## src/pmx_defines.svh

```systemverilog
// pin override constants for port e and upper port f
// assumes inclusion by bare name from design files
`ifndef PMX_DEFINES_SVH
`define PMX_DEFINES_SVH
`define PMX_PORTE_W 8
`define PMX_PORTF_W 8
`define PMX_PE_RX 0
`define PMX_PE_TX 1
`define PMX_PE_XCK 2
`define PMX_PE_OCA 3
`define PMX_PE_OCB 4
`define PMX_PE_OCC 5
`define PMX_PE_T3 6
`define PMX_PE_ICP 7
`define PMX_PF_DIV 2
`define PMX_PF_RXTX 3
`define PMX_PF_TCK 4
`define PMX_PF_TMS 5
`define PMX_PF_TDO 6
`define PMX_PF_TDI 7
`define PMX_RST_BYTE 8'h00
`endif

```

## src/pmx_pkg.sv

```systemverilog
// shared types for the pin override block
// assumes no other package
package pmx_pkg;
    typedef logic [7:0] pmx_byte_t;
    // per-pin override enables and values for one port
    typedef struct packed {
        logic [7:0] pullup_override_enable;
        logic [7:0] pullup_override_value;
        logic [7:0] direction_override_enable;
        logic [7:0] direction_override_value;
        logic [7:0] port_value_override_enable;
        logic [7:0] port_value_override_value;
        logic [7:0] input_enable_override_enable;
        logic [7:0] input_enable_override_value;
    } pmx_ovr_s;
endpackage

```

## src/pmx_ovr_if.sv

```systemverilog
// carrier for one port's override set between the modules
// assumes one clock domain
`timescale 1ns/1ps
interface pmx_ovr_if;
    pmx_pkg::pmx_ovr_s ovr;
    modport src (output ovr);
    modport dst (input ovr);
endinterface

```

## src/pmx_port_ef.sv

```systemverilog
// Overview of operation
// - receiver enabled forces receive pin to input regardless of direction bit
// - forced receive pin pulls up when value bit one and global disable clear
// - bit 0 input enabled when pin-change source 8 mask and group enable set
// - bits 7..4 no pull/dir override; interrupts force input; timer outputs on 5,4
// - transmitter drives bit 1 output without pull-up; sync clock drives bit 2
// - test port enabled keeps pull-ups on tdi, tms, tck, even through reset
// - port f bit 7 is test data in, not general io while enabled
// - test data out floats except while shifting out
// - port f bit 5 is mode select, not general io while enabled
// - test port runs on test clock from port f bit 4
// - front-end enable drives rx/tx indicator on port f bit 3
// - port f bit 2 is analog channel 2 or antenna diversity output
// - test port pull-ups on for 7,5,4, off for 6; tdo driven only shifting
// - antenna switch enable forces bit 2 output with diversity signal
// - global pull-up disable kills every pull-up except the test port pull-ups on port f 7,5,4
//
// top: override logic for port e and port f 7..2
// assumes peripheral controls on clk; pins are asynchronous; test clock sampled as data
`timescale 1ns/1ps
`include "pmx_defines.svh"
module pmx_port_ef (
    input wire logic clk,
    input wire logic rst,
    input wire logic global_pullup_disable,
    input wire logic [7:0] porte_value,
    input wire logic [7:0] porte_direction,
    input wire logic [7:0] portf_value,
    input wire logic [7:0] portf_direction,
    input wire logic serial0_receiver_enable,
    input wire logic serial0_transmitter_enable,
    input wire logic serial0_transmit_data,
    input wire logic serial0_sync_clock_out_enable,
    input wire logic serial0_sync_clock,
    input wire logic timer3_compare_out_a_enable,
    input wire logic timer3_compare_out_a,
    input wire logic timer3_compare_out_b_enable,
    input wire logic timer3_compare_out_b,
    input wire logic timer3_compare_out_c_enable,
    input wire logic timer3_compare_out_c,
    input wire logic [3:0] ext_interrupt_enable,
    input wire logic pin_change_source_8,
    input wire logic pin_change_group1_enable,
    input wire logic test_port_enable,
    input wire logic shifting_instruction_reg,
    input wire logic shifting_data_reg,
    input wire logic test_data_out,
    input wire logic ext_frontend_enable,
    input wire logic radio_rxtx_indicator_alt,
    input wire logic antenna_switch_enable,
    input wire logic antenna_diversity_out_alt,
    input wire logic [7:0] porte_pin_in,
    input wire logic [7:0] portf_pin_in,
    output logic [7:0] porte_pin_out,
    output logic [7:0] porte_pin_oe,
    output logic [7:0] porte_pin_pullup,
    output logic [7:0] portf_pin_out,
    output logic [7:0] portf_pin_oe,
    output logic [7:0] portf_pin_pullup,
    output logic [7:0] porte_digital_in,
    output logic [7:0] portf_digital_in,
    output logic serial0_receive_data,
    output logic serial0_sync_clock_in,
    output logic timer3_capture_trigger,
    output logic timer3_count_input,
    output logic [3:0] ext_interrupt_in,
    output logic pin_change_8_in,
    output logic test_data_in,
    output logic test_mode_select,
    output logic test_clock
);
    pmx_ovr_if e_if ();
    pmx_ovr_if f_if ();
    pmx_pkg::pmx_ovr_s e_ov, f_ov;
    logic [7:0] e_din, f_din;
    logic [7:0] pe_out, pe_oe, pe_pu, pf_out, pf_oe, pf_pu;

    ////////////////////////////////////////////////////////////////////////
    // port e override table
    always_comb begin
        e_ov = '0;
        // receive pin: input, pull-up follows value unless globally disabled
        e_ov.pullup_override_enable[`PMX_PE_RX] = serial0_receiver_enable;
        e_ov.pullup_override_value[`PMX_PE_RX] = porte_value[`PMX_PE_RX] & ~global_pullup_disable;
        e_ov.direction_override_enable[`PMX_PE_RX] = serial0_receiver_enable;
        e_ov.direction_override_value[`PMX_PE_RX] = 1'b0;
        e_ov.input_enable_override_enable[`PMX_PE_RX] = pin_change_source_8 & pin_change_group1_enable;
        e_ov.input_enable_override_value[`PMX_PE_RX] = 1'b1;
        // transmit pin: output, no pull-up
        e_ov.pullup_override_enable[`PMX_PE_TX] = serial0_transmitter_enable;
        e_ov.direction_override_enable[`PMX_PE_TX] = serial0_transmitter_enable;
        e_ov.direction_override_value[`PMX_PE_TX] = 1'b1;
        e_ov.port_value_override_enable[`PMX_PE_TX] = serial0_transmitter_enable;
        e_ov.port_value_override_value[`PMX_PE_TX] = serial0_transmit_data;
        // sync clock output
        e_ov.direction_override_enable[`PMX_PE_XCK] = serial0_sync_clock_out_enable;
        e_ov.direction_override_value[`PMX_PE_XCK] = 1'b1;
        e_ov.port_value_override_enable[`PMX_PE_XCK] = serial0_sync_clock_out_enable;
        e_ov.port_value_override_value[`PMX_PE_XCK] = serial0_sync_clock;
        // compare a keeps the direction bit; software sets it
        e_ov.port_value_override_enable[`PMX_PE_OCA] = timer3_compare_out_a_enable;
        e_ov.port_value_override_value[`PMX_PE_OCA] = timer3_compare_out_a;
        e_ov.port_value_override_enable[`PMX_PE_OCB] = timer3_compare_out_b_enable;
        e_ov.port_value_override_value[`PMX_PE_OCB] = timer3_compare_out_b;
        e_ov.port_value_override_enable[`PMX_PE_OCC] = timer3_compare_out_c_enable;
        e_ov.port_value_override_value[`PMX_PE_OCC] = timer3_compare_out_c;
        // external interrupts force the input buffer on, bits 7..4
        for (int i = 0; i < 4; i++) begin
            e_ov.input_enable_override_enable[`PMX_PE_OCB + i] = ext_interrupt_enable[i];
            e_ov.input_enable_override_value[`PMX_PE_OCB + i] = 1'b1;
        end
    end

    ////////////////////////////////////////////////////////////////////////
    // port f override table; test pull-ups hold regardless of rst
    always_comb begin
        f_ov = '0;
        for (int i = `PMX_PF_TCK; i <= `PMX_PF_TDI; i++) begin
            f_ov.pullup_override_enable[i] = test_port_enable;
            f_ov.direction_override_enable[i] = test_port_enable;
            f_ov.input_enable_override_enable[i] = test_port_enable; // digital buffer off, analog path kept
        end
        f_ov.pullup_override_value[`PMX_PF_TDI] = 1'b1;
        f_ov.pullup_override_value[`PMX_PF_TMS] = 1'b1;
        f_ov.pullup_override_value[`PMX_PF_TCK] = 1'b1;
        f_ov.direction_override_value[`PMX_PF_TDO] = shifting_instruction_reg | shifting_data_reg;
        f_ov.port_value_override_enable[`PMX_PF_TDO] = test_port_enable;
        f_ov.port_value_override_value[`PMX_PF_TDO] = test_data_out;
        f_ov.direction_override_enable[`PMX_PF_RXTX] = ext_frontend_enable;
        f_ov.direction_override_value[`PMX_PF_RXTX] = ext_frontend_enable;
        f_ov.port_value_override_enable[`PMX_PF_RXTX] = ext_frontend_enable;
        f_ov.port_value_override_value[`PMX_PF_RXTX] = radio_rxtx_indicator_alt;
        f_ov.direction_override_enable[`PMX_PF_DIV] = antenna_switch_enable;
        f_ov.direction_override_value[`PMX_PF_DIV] = antenna_switch_enable;
        f_ov.port_value_override_enable[`PMX_PF_DIV] = antenna_switch_enable;
        f_ov.port_value_override_value[`PMX_PF_DIV] = antenna_diversity_out_alt;
    end

    assign e_if.ovr = e_ov;
    assign f_if.ovr = f_ov;

    pmx_pin_mux #(.W(`PMX_PORTE_W)) u_pe (
        .clk(clk),
        .rst(rst),
        .ov(e_if),
        .port_value(porte_value),
        .port_direction(porte_direction),
        .global_pullup_disable(global_pullup_disable),
        .pin_in(porte_pin_in),
        .pin_out(pe_out),
        .pin_oe(pe_oe),
        .pin_pullup(pe_pu),
        .pin_din(e_din)
    );

    pmx_pin_mux #(.W(`PMX_PORTF_W)) u_pf (
        .clk(clk),
        .rst(rst),
        .ov(f_if),
        .port_value(portf_value),
        .port_direction(portf_direction),
        .global_pullup_disable(global_pullup_disable),
        .pin_in(portf_pin_in),
        .pin_out(pf_out),
        .pin_oe(pf_oe),
        .pin_pullup(pf_pu),
        .pin_din(f_din)
    );

    ////////////////////////////////////////////////////////////////////////
    // pin outputs; the mux keeps override pull-ups through reset, so test pull-ups survive it
    assign porte_pin_out = pe_out;
    assign porte_pin_oe = pe_oe;
    assign porte_pin_pullup = pe_pu;
    assign portf_pin_out = pf_out;
    assign portf_pin_oe = pf_oe;
    assign portf_pin_pullup = pf_pu;
    assign porte_digital_in = e_din;
    assign portf_digital_in = f_din;

    // peripheral taps; test pins bypass the gated buffer and get their own synchroniser below
    assign serial0_receive_data = e_din[`PMX_PE_RX];
    assign pin_change_8_in = e_din[`PMX_PE_RX];
    assign serial0_sync_clock_in = e_din[`PMX_PE_XCK];
    assign timer3_capture_trigger = e_din[`PMX_PE_ICP];
    assign timer3_count_input = e_din[`PMX_PE_T3];
    assign ext_interrupt_in = e_din[7:4];

    logic tdi_r, tms_r, tck_r;
    logic [7:0] tsync1_r, tsync2_r;
    // test pins need their own two-flop synchroniser: the mux gates their digital input off
    always_ff @(posedge clk) begin
        if (rst) begin
            tdi_r <= 1'b0;
            tms_r <= 1'b0;
            tck_r <= 1'b0;
            tsync1_r <= '0;
            tsync2_r <= '0;
        end else begin
            tsync1_r <= portf_pin_in;
            tsync2_r <= tsync1_r;
            tdi_r <= tap_bit(tsync2_r, `PMX_PF_TDI);
            tms_r <= tap_bit(tsync2_r, `PMX_PF_TMS);
            tck_r <= tap_bit(tsync2_r, `PMX_PF_TCK);
        end
    end

    // picks one synchronised test pin; held low while the test port is off
    function automatic logic tap_bit(input logic [7:0] v, input int b);
        tap_bit = v[b[2:0]] & test_port_enable;
    endfunction

    assign test_data_in = tdi_r;
    assign test_mode_select = tms_r;
    assign test_clock = tck_r;
endmodule

```

## src/pmx_pin_mux.sv

```systemverilog
// generic per-pin override merge for one eight-bit port
// assumes port registers and overrides on clk; pin inputs raw
`timescale 1ns/1ps
`include "pmx_defines.svh"
module pmx_pin_mux #(
    parameter int W = `PMX_PORTE_W
) (
    input wire logic clk,
    input wire logic rst,
    pmx_ovr_if.dst ov,
    input wire logic [W-1:0] port_value,
    input wire logic [W-1:0] port_direction,
    input wire logic global_pullup_disable,
    input wire logic [W-1:0] pin_in,
    output logic [W-1:0] pin_out,
    output logic [W-1:0] pin_oe,
    output logic [W-1:0] pin_pullup,
    output logic [W-1:0] pin_din
);
    logic [W-1:0] out_r, out_nxt, oe_r, oe_nxt, pu_r, pu_nxt, din_r, din_nxt;
    logic [W-1:0] sync1_r, sync2_r;
    logic [W-1:0] die;

    ////////////////////////////////////////////////////////////////////////
    // merge: override wins when its enable is set
    always_comb begin
        for (int i = 0; i < W; i++) begin
            oe_nxt[i] = ov.ovr.direction_override_enable[i] ? ov.ovr.direction_override_value[i] : port_direction[i];
            out_nxt[i] = ov.ovr.port_value_override_enable[i] ? ov.ovr.port_value_override_value[i] : port_value[i];
            // default pull-up is {dir,val}=01 with the global disable clear
            pu_nxt[i] = ov.ovr.pullup_override_enable[i] ? ov.ovr.pullup_override_value[i]
                : (~port_direction[i] & port_value[i] & ~global_pullup_disable);
            die[i] = ov.ovr.input_enable_override_enable[i] ? ov.ovr.input_enable_override_value[i] : 1'b1;
            // input read after two flops, gated by its enable
            din_nxt[i] = sync2_r[i] & die[i];
        end
    end

    // registers; sync1 feeds only sync2
    always_ff @(posedge clk) begin
        if (rst) begin
            out_r <= '0;
            oe_r <= '0;
            // pull-up overrides are held through reset, so the test port keeps its pull-ups
            pu_r <= W'(ov.ovr.pullup_override_enable & ov.ovr.pullup_override_value);
            din_r <= '0;
            sync1_r <= '0;
            sync2_r <= '0;
        end else begin
            out_r <= out_nxt;
            oe_r <= oe_nxt;
            pu_r <= pu_nxt;
            din_r <= din_nxt;
            sync1_r <= pin_in;
            sync2_r <= sync1_r;
        end
    end

    assign pin_out = out_r;
    assign pin_oe = oe_r;
    assign pin_pullup = pu_r;
    assign pin_din = din_r;
endmodule

```

## config.mk

```make
export PLATFORM = sky130hd
export DESIGN_NAME = pmx_port_ef
export DESIGN_NICKNAME = d
export VERILOG_FILES = /design/src/pmx_pkg.sv /design/src/pmx_ovr_if.sv /design/src/pmx_port_ef.sv /design/src/pmx_pin_mux.sv
export VERILOG_INCLUDE_DIRS = /design/src
export SDC_FILE = /design/constraint.sdc
export NUM_CORES = 1
export LEC_CHECK = 0
export BUFFER_PORTS_ARGS = -buffer_cell sky130_fd_sc_hd__buf_2
export CAP_MARGIN = 40
export CORE_ASPECT_RATIO = 0.8
export CORE_UTILIZATION = 35
export DETAILED_ROUTE_END_ITERATION = 6
export HOLD_SLACK_MARGIN = 0.08
export PLACE_DENSITY = 0.67
export SYNTH_ARGS = -nofsm -noshare
export SYNTH_HDL_FRONTEND = slang
export SYNTH_SLANG_ARGS = --single-unit
```

## constraint.sdc

```tcl
create_clock -name clk -period 0.85 [get_ports clk]
set_input_delay 0.1275 -clock clk [delete_from_list [all_inputs] [get_ports clk]]
set_output_delay 0.1275 -clock clk [all_outputs]
set_load 0.005 [all_outputs]
```

==> results.yml <==
global_route:
  grt_max_degree: 28
  antenna_found_initial: 0
  grt_use_total_pct: 15.62
  first_global_vias: 2308
  grt_overflow: 0
  grt_pass1_wl_um: 10520
timing:
  fin_crit_ns: 0.9272
  worst_hold_slack_ns: 0.1014
  final_max_slew_viol_count: 0
  worst-slew-pin-transition_ns: 0.2258
  fin_crit_sh_pct: 109.1
  tns_ns: -4.106
  max_slew_margin_pct: 84.51
  fin_worst_skew_ns: 0.009649
  finalSetupViolations: 76
  hold_violations: 0
  fmax_ghz: 1.079
  rsz0062_at_grt: "true"
  layout_setup_ws_ns: -0.07717
floorplanning:
  die-area_um2: 8675
  row_count: 29
  core-area_um2: 7983
  die_x_um: 103.9
  die_y_um: 83.51
  ioPinCount: 152
  initial_core_util_pct: 36.41
placed_design:
  dpl.hpwl_um: 4265
  port_buffers: 145
  placed_area_um2: 3747
  place_congestion: 0.7160
  place_inst: 484
cells_and_area:
  n_antenna_cell: 0
  final_core_util_pct: 59.45
  fin_nets: 527
  final_area_um2: 4746
  drive_gt1_share_pct: 44.96
  instances_no_fill: 564
  syn_to_final_growth_pct: 63.28
clocking:
  clock_sinks: 99
  tritoncts: "built"
  clockBufferDepth: 2
  htreeDepth: 3
  clk_latency_ns: 0.35
  cts.reportedPaths.clkPinSlew_ns: 0.09
  numCtsBuffers: 9
  root_buffer: "clkbuf_8"
  post_cts_buffers: 0
synthesis:
  syn-mean-instance-area_um2: 12.11
  netlist.area_leader.share_pct: 68.19
  synth-seq-area-share_pct: 68.19
  synth_common_cells: "99 x dfxtp_1, 60 x nor2b_1, 21 x nor2_1, 10 x and2_1"
  synthesis.area_um2: 2907
  synth_enable_flop_cells: 0
  synth.largest_area_cell: "dfxtp_1"
  syn_nets: 316
  synthTopCellsByArea: "dfxtp_1 68%, nor2b_1 13%, nor3b_2 3.9%"
  synth_top_flop_cell: "dfxtp_1"
  ys_ff_latch: 99
  ys_warn_count: 0
  yosysMostFrequentCell: "dfxtp_1"
  synth_cells: 240
  netlist-cell-type-count: 22
  async_reset_ff_share_pct: 0
routing:
  vias_per_cell: 4.066
  vias: 2293
  dr.first_iter.drc_count: 49
  wl_um: 6764
  wl_per_cell_um: 11.99
  dr.pass1.iters: 4
  drc: 0
  ant_nets: 0
setup_path:
  worstPathArrival_ns: 0.80
  cp_cell_sequence: "buf_2"
  crit_path_top_delay_cell: "dfxtp_2"
  cp_max_fo: 3
  cp_top_family: "flip-flops"
  crit_cells: 1
  startpoint_type: "flop"
  rr_worst_depth: 1
  max_stage_delay_ns: 0.33
  cp.required_ns: 0.72
  path_buf_inv: 1
  endpoint_kind: "primary output"
  crit_type: "flop to primary output"
min_path:
  hp-class: "input port to flop"
  holdPathStages: 3
power_and_ir_drop:
  leakagePower_nw: 2.260
  power.density_nw_per_um2: 1967
  ir_drop_uv: 1224
outcome:
  violations: "negative setup slack"
  status: "finished, violations left"
flow_run:
  cap_viol_max_count: 0
==> metrics by stage <==
stage / setup WS, ns / total power [mW]
detailed placement: -0.1036 / 5.662
global placement: -0.07952 / 5.645
finish: -0.07717 / 9.337
CTS: -0.1044 / 9.436
global route: -0.1257 / 9.758
floorplan: 0.1164 / 5.268
==> report_power, final <==
part / switching [mW] / total [mW] / internal (mW) / leakage [nW]
Combinational: 0.335 / 0.925 / 0.589 / 1.31
Clock: 1.55 / 3.52 / 1.97 / 0.121
Sequential: 0.0512 / 4.90 / 4.84 / 0.827
Total: 1.94 / 9.34 / 7.40 / 2.26
==> worst paths after layout <==
path | slack (ns) | start | endpoint
hold reg to reg | 0.44 | u_pf.sync2_r[6] | u_pf.pin_din[6]
hold / removal | 0.10 | shifting_instruction_reg | u_pf.pin_oe[6]
setup reg to reg | 0.29 | u_pf.sync2_r[7] | test_data_in
setup / recovery | -0.08 | u_pe.pin_din[6] | porte_digital_in[6]
==> kinds of logic (layout without fill, tap and decap cells) <==
group,after synthesis,after routing,share of synthesized area [%]
and+or+nand+nor,109,109,23.81
DFF,99,99,68.19
buffers and inverters,19,235,4.132
muxes,7,7,2.411
AOI/OAI and AO/OA,6,6,1.464
==> area by class of cell <==
class | count | area, µm²
flip-flops and latches | 99 | 2013
fillers | 676 | 3237
clock buffers | 10 | 127.6
well taps | 108 | 135.1
multi-input cells | 122 | 804.5
repair buffers | 219 | 1553
clock inverters | 6 | 112.6
==> sequential cells by signal, summed over array words and instances, names as in the netlist <==
signal            cells
test_clock            1
test_data_in          1
test_mode_select      1
u_pe.pin_din          8
u_pe.pin_oe           8
u_pe.pin_out          8
u_pe.pin_pullup       8
u_pe.sync1_r          8
u_pe.sync2_r          8
u_pf.pin_din          8
u_pf.pin_oe           8
u_pf.pin_out          8
u_pf.pin_pullup       8
u_pf.sync1_r          8
u_pf.sync2_r          8
==> repair_timing <==
| action | CTS | global route |
|---|---|---|
| hold endpoints to repair | 63 | 0 |
| cloned | 0 | 0 |
| setup endpoints to repair | 76 | 77 |
| gates resized for setup | 8 | 30 |
| hold buffers | 65 | 0 |
==> cell usage in the layout, fill, tap and decap left out, types with 8 or more instances in the layout <==
cell             n
buf_2          131
clkbuf_8         9
nor3b_2          9
nor2_1          21
dlygate4sd3_1   65
and2_1          10
dfxtp_1         74
buf_4            8
nor2b_1         60
buf_6           13
dfxtp_2         25
==> layer usage <==
metal  track usage (%)  share of wire [%]  wire length, µm
met3             5.074                6.1              413
met1             16.39                 41             2758
met4             4.935                1.6              110
met5                 0                  0                0
met2             29.45                 51             3482
Power figures use the tool's default switching activity.
